==> src/aofc_pkg.sv <==
package aofc_pkg;
   // serial word layout
   localparam int WORD_BITS = 16;
   localparam int HDR_BITS = 8;
   localparam logic [6:0] ADDR_RESET = 7'h00;
   localparam logic [6:0] ADDR_DRIVE = 7'h03;
   localparam logic [6:0] ADDR_FMT = 7'h04;
   localparam int SW_RESET_BIT = 7;
   // output_drive_mode_ctrl fields
   localparam int DRV_CUR_LSB = 4;
   localparam int DRV_TERM_BIT = 3;
   localparam int DRV_HIZ_BIT = 2;
   localparam int DRV_SIG_LSB = 0;
   localparam logic [6:0] DRV_RESET = 7'h00;
   // sample_format_ctrl fields
   localparam int FMT_TP_LSB = 3;
   localparam int FMT_ABP_BIT = 2;
   localparam int FMT_SCR_BIT = 1;
   localparam int FMT_SIGNED_BIT = 0;
   localparam logic [5:0] FMT_RESET = 6'h00;
   // output signalling codes
   localparam logic [1:0] SIG_CMOS = 2'h0;
   localparam logic [1:0] SIG_DDR_LVDS = 2'h1;
   localparam logic [1:0] SIG_DDR_CMOS = 2'h2;
   // test pattern codes
   localparam logic [2:0] TP_OFF = 3'h0;
   localparam logic [2:0] TP_ZERO = 3'h1;
   localparam logic [2:0] TP_ONE = 3'h3;
   localparam logic [2:0] TP_CHECK = 3'h5;
   localparam logic [2:0] TP_ALT = 3'h7;
   localparam logic [16:0] CHK_A = 17'h1_5555;
   localparam logic [16:0] CHK_B = 17'h0_aaaa;
   localparam logic [15:0] ABP_MASK = 16'haaaa;
   // drive current in 10 uA steps, doubled with termination
   localparam logic [9:0] CUR_WIDTH_MAX = 10'h384;
   localparam int FIFO_DEPTH = 8;

   typedef enum logic [1:0] {
      AOFC_IDLE = 2'b00,
      AOFC_SHIFT = 2'b01
   } aofc_state_t;

   typedef struct packed {
      logic overflow_flag;
      logic [15:0] sample_bits;
   } aofc_sample_t;
endpackage

==> src/aofc_top.sv <==
`timescale 1ns/100ps

module aofc_fifo #(
   parameter int W = 17,
   parameter int D = 8
) (
   input wire logic clk_i,
   input wire logic rstn_i,
   input wire logic in_valid_i,
   output logic in_ready_o,
   input wire logic [W-1:0] in_data_i,
   output logic out_valid_o,
   input wire logic out_ready_i,
   output logic [W-1:0] out_data_o
);
   localparam int AW = $clog2(D);
   localparam int CW = $clog2(D + 1);
   logic [W-1:0] mem_q [D];
   logic [AW-1:0] wr_q, wr_d, rd_q, rd_d;
   logic [CW-1:0] cnt_q, cnt_d;
   logic full_q, full_d, push, pop;

   always_comb begin
      push = in_valid_i && !full_q;
      pop = out_ready_i && (cnt_q != '0);
      wr_d = push ? ((wr_q == AW'(D - 1)) ? '0 : wr_q + 1'b1) : wr_q;
      rd_d = pop ? ((rd_q == AW'(D - 1)) ? '0 : rd_q + 1'b1) : rd_q;
      cnt_d = cnt_q + CW'(push) - CW'(pop);
      full_d = (cnt_d == CW'(D));
   end

   always_ff @(posedge clk_i) begin
      if (!rstn_i) begin
         wr_q <= '0;
         rd_q <= '0;
         cnt_q <= '0;
         full_q <= 1'b0;
      end else begin
         wr_q <= wr_d;
         rd_q <= rd_d;
         cnt_q <= cnt_d;
         full_q <= full_d;
      end
   end

   always_ff @(posedge clk_i) begin
      if (push) begin
         mem_q[wr_q] <= in_data_i;
      end
   end

   assign in_ready_o = !full_q;
   assign out_valid_o = (cnt_q != '0);
   assign out_data_o = mem_q[rd_q];
endmodule

module aofc_top import aofc_pkg::*; (
   input wire logic sys_clk_i,
   input wire logic rstn_i,
   input wire logic cs_n_i,
   input wire logic sck_i,
   input wire logic sdi_i,
   output logic sdo_o,
   output logic sdo_oe_o,
   input wire logic link_clk_i,
   input wire aofc_sample_t sample_i,
   input wire logic sample_valid_i,
   output logic sample_ready_o,
   output aofc_sample_t out_word_o,
   output logic out_oe_o,
   output logic output_data_clock_o,
   output logic [9:0] drive_current_o,
   output logic term_en_o,
   output logic lvds_en_o,
   output logic ddr_en_o
);
   // pin synchronisers: bit 0 cs_n, 1 sck, 2 sdi, 3 link clock
   logic [3:0] s1_q, s2_q, s3_q, lvl_q, lvl_d;
   logic cs_fall, cs_rise, sck_rise, sck_fall, lrise, lfall;

   always_comb begin
      for (int i = 0; i < 4; i++) begin
         lvl_d[i] = (s2_q[i] == s3_q[i]) ? s3_q[i] : lvl_q[i];
      end
      cs_fall = lvl_q[0] && !lvl_d[0];
      cs_rise = !lvl_q[0] && lvl_d[0];
      sck_rise = !lvl_q[1] && lvl_d[1];
      sck_fall = lvl_q[1] && !lvl_d[1];
      lrise = !lvl_q[3] && lvl_d[3];
      lfall = lvl_q[3] && !lvl_d[3];
   end

   always_ff @(posedge sys_clk_i) begin
      if (!rstn_i) begin
         s1_q <= 4'h1;
         s2_q <= 4'h1;
         s3_q <= 4'h1;
         lvl_q <= 4'h1;
      end else begin
         s1_q <= {link_clk_i, sdi_i, sck_i, cs_n_i};
         s2_q <= s1_q;
         s3_q <= s2_q;
         lvl_q <= lvl_d;
      end
   end

   // serial configuration port
   aofc_state_t st_q, st_d;
   logic [4:0] cnt_q, cnt_d;
   logic [15:0] sh_q, sh_d;
   logic [7:0] rdsh_q, rdsh_d;
   logic [6:0] drv_q, drv_d;
   logic [5:0] fmt_q, fmt_d;
   logic oe_q, oe_d, wr_ev, rd_ev, rdm_q, rdm_d;

   function automatic logic [7:0] rd_reg(input logic [6:0] a,
      input logic [6:0] drv, input logic [5:0] fmt);
      if (a == ADDR_DRIVE) begin
         return {1'b0, drv};
      end else if (a == ADDR_FMT) begin
         return {2'b00, fmt};
      end else begin
         return 8'h00;
      end
   endfunction

   always_comb begin
      st_d = st_q;
      cnt_d = cnt_q;
      sh_d = sh_q;
      rdsh_d = rdsh_q;
      drv_d = drv_q;
      fmt_d = fmt_q;
      oe_d = oe_q;
      rdm_d = rdm_q;
      wr_ev = 1'b0;
      rd_ev = 1'b0;
      case (st_q)
         AOFC_IDLE: begin
            oe_d = 1'b0;
            rdm_d = 1'b0;
            if (cs_fall) begin
               st_d = AOFC_SHIFT;
               cnt_d = '0;
            end
         end
         AOFC_SHIFT: begin
            if (cs_rise) begin
               st_d = AOFC_IDLE;
               oe_d = 1'b0;
               // a short word writes nothing
               wr_ev = (cnt_q == 5'(WORD_BITS)) && !sh_q[15];
               rd_ev = sh_q[15] || (cnt_q != 5'(WORD_BITS));
               if (wr_ev && sh_q[14:8] == ADDR_RESET &&
                   sh_q[SW_RESET_BIT]) begin
                  drv_d = DRV_RESET;
                  fmt_d = FMT_RESET;
               end else if (wr_ev && sh_q[14:8] == ADDR_DRIVE) begin
                  drv_d = sh_q[6:0];
               end else if (wr_ev && sh_q[14:8] == ADDR_FMT) begin
                  fmt_d = sh_q[5:0];
               end
            end else if (sck_rise && cnt_q < 5'(WORD_BITS)) begin
               // edges past the sixteenth are ignored
               sh_d = {sh_q[14:0], lvl_q[2]};
               cnt_d = cnt_q + 5'd1;
               if (cnt_q == 5'(HDR_BITS - 1)) begin
                  rdsh_d = rd_reg({sh_q[5:0], lvl_q[2]}, drv_q, fmt_q);
                  // r/w moves on with every shift, so keep it aside
                  rdm_d = sh_q[6];
               end
            end else if (sck_fall && rdm_q &&
                         cnt_q >= 5'(HDR_BITS) && cnt_q < 5'(WORD_BITS)) begin
               // read-back: sdi is shifted but never stored
               oe_d = !rdsh_q[7];
               rdsh_d = {rdsh_q[6:0], 1'b0};
            end
         end
         default: st_d = AOFC_IDLE;
      endcase
   end

   always_ff @(posedge sys_clk_i) begin
      if (!rstn_i) begin
         st_q <= AOFC_IDLE;
         cnt_q <= '0;
         sh_q <= '0;
         rdsh_q <= '0;
         drv_q <= DRV_RESET;
         fmt_q <= FMT_RESET;
         oe_q <= 1'b0;
         rdm_q <= 1'b0;
      end else begin
         st_q <= st_d;
         cnt_q <= cnt_d;
         sh_q <= sh_d;
         rdsh_q <= rdsh_d;
         drv_q <= drv_d;
         fmt_q <= fmt_d;
         oe_q <= oe_d;
         rdm_q <= rdm_d;
      end
   end

   // open drain: only ever pulls low
   assign sdo_o = 1'b0;
   assign sdo_oe_o = oe_q;

   // sample path
   aofc_sample_t f_data, raw_q, raw_d, word_q, word_d, out_q, out_d;
   logic f_valid, f_ready, ph_q, ph_d;
   logic [9:0] cur_q, cur_d, cur_base;
   logic term_q, term_d, lvds_q, lvds_d, ddr_q, ddr_d, hiz_q, hiz_d, clk_q;

   aofc_fifo #(.W(17), .D(FIFO_DEPTH)) u_fifo (
      .clk_i(sys_clk_i),
      .rstn_i(rstn_i),
      .in_valid_i(sample_valid_i),
      .in_ready_o(f_ready),
      .in_data_i(sample_i),
      .out_valid_o(f_valid),
      .out_ready_i(lrise),
      .out_data_o(f_data)
   );

   function automatic logic [9:0] cur_code(input logic [2:0] c);
      case (c)
         3'h0: return 10'h15e;
         3'h1: return 10'h190;
         3'h2: return 10'h1c2;
         3'h4: return 10'h12c;
         3'h5: return 10'h0fa;
         3'h6: return 10'h0d2;
         3'h7: return 10'h0af;
         default: return 10'h000;
      endcase
   endfunction

   function automatic aofc_sample_t fmt_word(input aofc_sample_t s,
      input logic [5:0] f, input logic ph);
      aofc_sample_t w;
      w = s;
      if (f[FMT_SIGNED_BIT] && !f[FMT_ABP_BIT]) begin
         w.sample_bits[15] = !w.sample_bits[15];
      end
      if (f[FMT_ABP_BIT]) begin
         w.sample_bits = w.sample_bits ^ ABP_MASK;
      end
      if (f[FMT_SCR_BIT]) begin
         w.sample_bits[15:1] = w.sample_bits[15:1] ^ {15{w.sample_bits[0]}};
      end
      case (f[FMT_TP_LSB +: 3])
         TP_ZERO: w = '0;
         TP_ONE: w = '1;
         TP_CHECK: w = ph ? CHK_B : CHK_A;
         TP_ALT: w = ph ? '1 : '0;
         default: w = w;
      endcase
      return w;
   endfunction

   // ddr halves: odd bits on the rising edge, even on the falling one
   function automatic aofc_sample_t ddr_half(input aofc_sample_t s,
      input logic odd);
      aofc_sample_t w;
      w = '0;
      w.overflow_flag = s.overflow_flag;
      for (int i = 0; i < 8; i++) begin
         w.sample_bits[i] = s.sample_bits[2 * i + (odd ? 1 : 0)];
      end
      return w;
   endfunction

   always_comb begin
      // 10 uA steps; doubled 4.5 mA is 900, so ten bits never overflow
      cur_base = cur_code(drv_q[DRV_CUR_LSB +: 3]);
      cur_d = drv_q[DRV_TERM_BIT] ? {cur_base[8:0], 1'b0} : cur_base;
      term_d = drv_q[DRV_TERM_BIT];
      hiz_d = drv_q[DRV_HIZ_BIT];
      lvds_d = drv_q[DRV_SIG_LSB +: 2] == SIG_DDR_LVDS;
      ddr_d = lvds_d || drv_q[DRV_SIG_LSB +: 2] == SIG_DDR_CMOS;
      raw_d = raw_q;
      word_d = word_q;
      ph_d = ph_q;
      out_d = out_q;
      if (lrise) begin
         if (f_valid) begin
            raw_d = f_data;
         end
         word_d = fmt_word(f_valid ? f_data : raw_q, fmt_q, ph_q);
         ph_d = !ph_q;
         out_d = ddr_q ? ddr_half(word_d, 1'b1) : word_d;
      end else if (lfall && ddr_q) begin
         out_d = ddr_half(word_q, 1'b0);
      end
   end

   always_ff @(posedge sys_clk_i) begin
      if (!rstn_i) begin
         cur_q <= '0;
         term_q <= 1'b0;
         hiz_q <= 1'b0;
         lvds_q <= 1'b0;
         ddr_q <= 1'b0;
         raw_q <= '0;
         word_q <= '0;
         ph_q <= 1'b0;
         out_q <= '0;
         clk_q <= 1'b0;
      end else begin
         cur_q <= cur_d;
         term_q <= term_d;
         hiz_q <= hiz_d;
         lvds_q <= lvds_d;
         ddr_q <= ddr_d;
         raw_q <= raw_d;
         word_q <= word_d;
         ph_q <= ph_d;
         out_q <= out_d;
         clk_q <= lvl_q[3];
      end
   end

   assign sample_ready_o = f_ready;
   assign out_word_o = out_q;
   assign out_oe_o = !hiz_q;
   assign output_data_clock_o = clk_q;
   assign drive_current_o = cur_q;
   assign term_en_o = term_q;
   assign lvds_en_o = lvds_q;
   assign ddr_en_o = ddr_q;
endmodule

==> config.mk <==
export PLATFORM = sky130hd
export DESIGN_NAME = aofc_top
export DESIGN_NICKNAME = d
export VERILOG_FILES = /design/src/aofc_pkg.sv /design/src/aofc_top.sv
export SDC_FILE = /design/constraint.sdc
export NUM_CORES = 1
export LEC_CHECK = 0
export BUFFER_PORTS_ARGS = -buffer_cell sky130_fd_sc_hd__buf_2
export CELL_PAD_IN_SITES_DETAIL_PLACEMENT = 0
export CELL_PAD_IN_SITES_GLOBAL_PLACEMENT = 1
export CORE_MARGIN = 2
export CORE_UTILIZATION = 30
export CTS_CLUSTER_DIAMETER = 150
export DETAILED_ROUTE_END_ITERATION = 10
export PLACE_DENSITY = 0.61
export SYNTH_ARGS = -nofsm -noshare
export SYNTH_HDL_FRONTEND = slang
export SYNTH_SLANG_ARGS = --single-unit
==> constraint.sdc <==
create_clock -name sys_clk_i -period 3.05 [get_ports sys_clk_i]
set_input_delay 0.4575 -clock sys_clk_i [delete_from_list [all_inputs] [get_ports sys_clk_i]]
set_output_delay 0.4575 -clock sys_clk_i [all_outputs]
set_load 0.02 [all_outputs]
Word-level counts from Yosys, hierarchy flattened
Memories as Yosys holds them, arrays and structs flattened. A register that Yosys moved wholly into a read port is not among the register bits.
Cells that the tools add are included.
{"block": "classes", "order_cmp": 2, "eq_ne": 35, "muxes": 48, "addsub": 5, "bitwise": 4, "reduce_logical": 51}
{"operator": "2-to-1 mux 17 bit", "count": 5}
{"operator": "case mux 17 bit (4 select lines)", "count": 1}
{"operator": "case mux 9 bit (7 select lines)", "count": 1}
{"operator": "2-to-1 mux 16 bit", "count": 3}
{"operator": "equality test 3 bit (second input constant)", "count": 8}
{"operator": "2-to-1 mux 6 bit", "count": 4}
{"operator": "2-to-1 mux 8 bit", "count": 3}
{"operator": "2-to-1 mux 7 bit", "count": 3}
{"operator": "logical AND 1 bit", "count": 19}
{"operator": "AND reduction 4 bit", "count": 4}
{"operator": "2-to-1 mux 15 bit", "count": 1}
{"operator": "2-to-1 mux 5 bit", "count": 3}
{"operator": "bitwise XOR 15 bit", "count": 1}
{"operator": "equality test 7 x 2 -> 1 bit (second input constant)", "count": 2}
{"operator": "equality test 7 x 3 -> 1 bit (second input constant)", "count": 2}
{"operator": "logical NOT 1 bit", "count": 13}
{"operator": "2-to-1 mux 1 bit", "count": 13}
{"operator": "2-to-1 mux 3 bit", "count": 4}
{"operator": "!= test 2 bit (second input constant)", "count": 6}
{"operator": "2-to-1 mux 10 bit", "count": 1}
{"operator": "case mux 5 bit (2 select lines)", "count": 1}
{"operator": "nonzero test 2 bit", "count": 5}
{"operator": "AND reduction 3 bit", "count": 3}
{"operator": "inverter 8 bit", "count": 1}
{"operator": "27 further kinds", "count": 38}
{"block": "word_totals", "n_memories": 1, "register_bits": 139, "mem_bits_rw": 136, "output_inout_bits": 35}
{"name": "u_fifo.mem_q", "depth": 8, "width": 17, "rd": 1, "rd_ports_with_merged_regs": 1, "write_ports": 1, "line": "aofc_top.sv:18", "rtl": "logic [W-1:0] mem_q [D];"}

Longest topological paths before layout
{"block": "depth", "word_depth": 13, "ltp_mapped": 11}

Cells and area by module
From an unflattened synthesis, not the netlist that was laid out.
{"block": "unflattened", "cells_unflattened": 929, "hier_area_um2": 11574.9}
{"module": "aofc_fifo", "cells_each": 278, "instances": 1, "area_per_inst_um2": 5933.2, "seq_area_each_um2": 4364.2}
{"module": "aofc_top", "cells_each": 651, "instances": 1, "area_per_inst_um2": 5641.7, "seq_area_each_um2": 2402.3}

Least setup slack after synthesis
No wires, ideal clock.
{"block": "synth_timing", "kind": "register to register", "startpoint": "register u_fifo.full_q", "endpoint": "memory u_fifo.mem_q[0][0] (enable)", "stages_incl_launch_ff": 4, "period_less_slack_ns": 2.770, "t_required_ns": 2.615, "slack_ns": 0.280, "path_buffers": 0, "arrival_ns": 2.335, "cell_sequence": "dfxtp_1 > inv_1 > nand2_1 > nor4_1"}
{"block": "synth_between", "elab_chain_len": 4}
{"item": "from (decl)", "line": "aofc_top.sv:21", "rtl": "logic full_q, full_d, push, pop;"}
{"item": "from (signal assigned)", "line": "aofc_top.sv:42", "rtl": "full_q <= full_d;"}
{"item": "logical NOT 1 bit"}
{"item": "net sample_ready_o", "line": "aofc_top.sv:68", "rtl": "output logic sample_ready_o,"}
{"item": "logical AND 1 bit", "line": "aofc_top.sv:24", "rtl": "push = in_valid_i && !full_q;"}
{"item": "2-to-1 mux 1 bit", "line": "aofc_top.sv:47", "rtl": "if (push) begin"}
{"item": "2-to-1 mux 1 bit (implied by the code)", "line": "aofc_top.sv:48", "rtl": "mem_q[wr_q] <= in_data_i;"}
{"item": "to (decl)", "line": "aofc_top.sv:18"}
The timed path passes the listed nets, and every way through them passes these cells.

==> flow_summary.toml <==
[logic_synthesis]
synthTopCellsByCount = "136 x edfxtp_1, 134 x dfxtp_1, 105 x nand2_1, 105 x nor2_1, 72 x a21oi_1"
syn_area_per_cell_sq_um = 12.0
ys_async_sr_fraction = 0
syn_inst = 911
yosys_warnings = 0
syn_area_sq_um = 10900
yosysMostFrequentCell = "edfxtp_1"
synth_top_cell_area_share = 0.374
ys_seq_area_frac = 0.620
synthTopCellsByArea = "edfxtp_1 37%, dfxtp_1 25%, mux4_2 6.6%"
syn-num-nets = 947
synth_edf_count = 136
ys_ff_latch = 270
yosys.cell_types.count = 60
synthFlopType = "edfxtp_1"
yosys.area.top_type = "edfxtp_1"

[clock_tree]
cts_max_level = 1
clock_sinks = 270
cts_tree = "done"
cts_buffer_depth = 3
cts_resized = 0
cts_hold_buf = 0
cts_buffers = 30
clkLatencyLatePin_ns = 0.58
root_buffer = "clkbuf_16"
clkSlewWorstSetupHoldPaths_ns = 0.06
post-cts-setup-buffers = 0

[global_route]
overflow = 0
grt_pass1_wl_mm = 39.6
antenna_found_initial = 2
busiest_layer = "met2"
use_met3 = 0.0264
grt_use_met1 = 0.177
grt_start_max_net_pins = 54
grt_pass1_vias = 6752
grt.met2_usage = 0.223
grt_usage = 0.133

[critical_path]
cp_cell_sequence = "buf_12 -> mux4_2 -> mux2i_1 -> a21oi_1 -> xnor2_1 -> nor2_1 -> o221a_2"
cp-start-kind = "flip-flop"
path_class = "reg2reg"
worstPathRequired_ns = 3.52
arrival_ns = 2.92
critPathMaxFanout = 26
slowest_delay_ns = 0.52
cp_slowest_cell = "mux4_2"
endpoint_kind = "flip-flop"

[power]
pwr-share-comb = 0.136
p_leak_nw = 4.30
p_int_mw = 6.44
clkPwrFrac = 0.403
switching_share = 0.264
power_density_nw_per_um2 = 684
power_switching_mw = 2.31
ir_drop_uv = 540
p_seq_frac = 0.461

[timing]
max_freq_ghz = 0.408
finalHoldViolCount = 0
relSlewSlack = 0.503
post-route-period-util = 0.803
rsz0062_at_grt = "no"
worst_pin_slew_ns = 0.740
fin_crit_ns = 2.45
setup_tns_ns = 0
fin_skew_ns = 0.0262
slew_violations = 0
setup_viol = 0

[finish]
diodes = 0
fillers = 3497
fin_nets = 1010
syn2layout_area_growth_pct = 17.2
drive_above_1_share = 0.185
finalNonFillerCells = 1458

[floorplanning]
core-area_sq_um = 35700
die_area_sq_um = 37900
die_x_um = 195
die_h_um = 195
rows = 69
initial_core_util = 0.306
floorplan.io_pins = 59

[routing]
dr.first_iter.drc_count = 410
wl_per_cell_um = 17.5
ant_nets = 0
wirelength_mm = 25.5
dr.pass1.iters = 5
avgViaCountPerCell = 4.81
vias = 7008
drc = 0

[placement]
port_buffers = 57
dp.final_hpwl_mm = 16.1
gp_congestion = 0.728
dp_cells = 1403

[run_status]
status = "complete, no violations"

[min_path]
hold_path_class = "in2reg"
hp-start = "cs_n_i"

[flow_run]
max_cap_violations = 0
-- flip-flops by register name (all words and copies together), names as in the netlist, 3 cells and up, named ones only --
name / flops
cnt_q: 5
drive_current_o: 10
drv_q: 7
fmt_q: 6
lvl_q: 4
out_word_o: 17
raw_q: 17
rdsh_q: 8
s1_q: 4
s2_q: 4
s3_q: 4
sh_q: 16
u_fifo.cnt_q: 4
u_fifo.mem_q: 136
u_fifo.rd_q: 3
u_fifo.wr_q: 3
word_q: 9
-- layout by cell type, fill, tap and decap left out, types with 6 or more instances in the layout --
cell       count
a211oi_1      17
a21oi_1       72
a221oi_1      12
and2_1        18
buf_2         57
buf_4         23
clkbuf_16     30
clkinv_2      10
dfxtp_1      133
edfxtp_1     136
ha_1          11
inv_1         13
mux2i_1       31
mux4_2        32
nand2_1      105
nand2b_1       9
nand3_1       19
nor2_1       104
nor3_1        10
o21ai_0       36
o22ai_1        6
xnor2_1       18
-- power groups by stage --
stage / registers, mW / logic, mW / clock network (mW)
detailed placement: 4.11 / 1.20 / 0
CTS: 4.03 / 1.20 / 3.62
global placement: 4.10 / 1.20 / 0
global route: 4.04 / 1.32 / 3.76
floorplan: 4.10 / 0.806 / 0
finish: 4.03 / 1.19 / 3.53
-- layer usage --
metal | share of wire | vias to the layer above | wire (um)
li1 | - | 3439 | -
met1 | 0.46 | 3403 | 11800
met2 | 0.47 | 119 | 12000
met3 | 0.042 | 43 | 1080
met4 | 0.021 | 4 | 536
met5 | 0.00082 | - | 21
-- final timing paths --
kind | cells after the start | slack [ns] | end
worst max-delay path | 7 | 0.60 | word_q[4]
worst min-delay path | 2 | 0.08 | s1_q[0]
worst max register to register | 7 | 0.60 | word_q[4]
worst min register to register | 1 | 0.43 | s2_q[3]
-- critical path: cells and delay by family, from the launching register on --
family,cells,cell delay [ns]
xor gates and xnor gates,1,0.31
AOI/OAI and AO/OA,2,0.39
and+or+nand+nor,1,0.07
DFF,1,0.42
muxes,2,0.87
buffers and inverters,1,0.25
-- cell families after synthesis --
group | count (synthesis) | share of synthesized area
buffers and inverters | 66 | 0.0251
muxes | 66 | 0.0976
other | 1 | 0.000344
DFF | 270 | 0.620
xor gates and xnor gates | 23 | 0.0202
AOI/OAI and AO/OA | 173 | 0.0978
and+or+nand+nor | 300 | 0.124
adders and majority gates | 12 | 0.0145
-- final cells by class --
class | count | area (sq um) | area share
timing repair buffer | 83 | 518 | 0.0405
clock buffer | 36 | 793 | 0.0621
clock inverter | 19 | 176 | 0.0138
multi-input combinational | 575 | 3900 | 0.305
sequential | 270 | 6770 | 0.530
inverter | 14 | 52.6 | 0.00411
tap | 461 | 577 | 0.0451
-- stage by stage --
step,hold slack [ns],util,instance area (sq um),setup WS (ns),power [mW]
finish,0.0806,0.358,12800,0.602,8.75
global route,0.0812,0.358,12800,0.430,9.12
CTS,0.0513,0.358,12800,0.596,8.86
detailed placement,0.418,0.331,11800,0.611,5.31
global placement,0.424,0.331,11800,0.593,5.30
floorplan,0.386,-,10900,0.280,4.91
No activity file was read; power rests on OpenSTA's default activity.
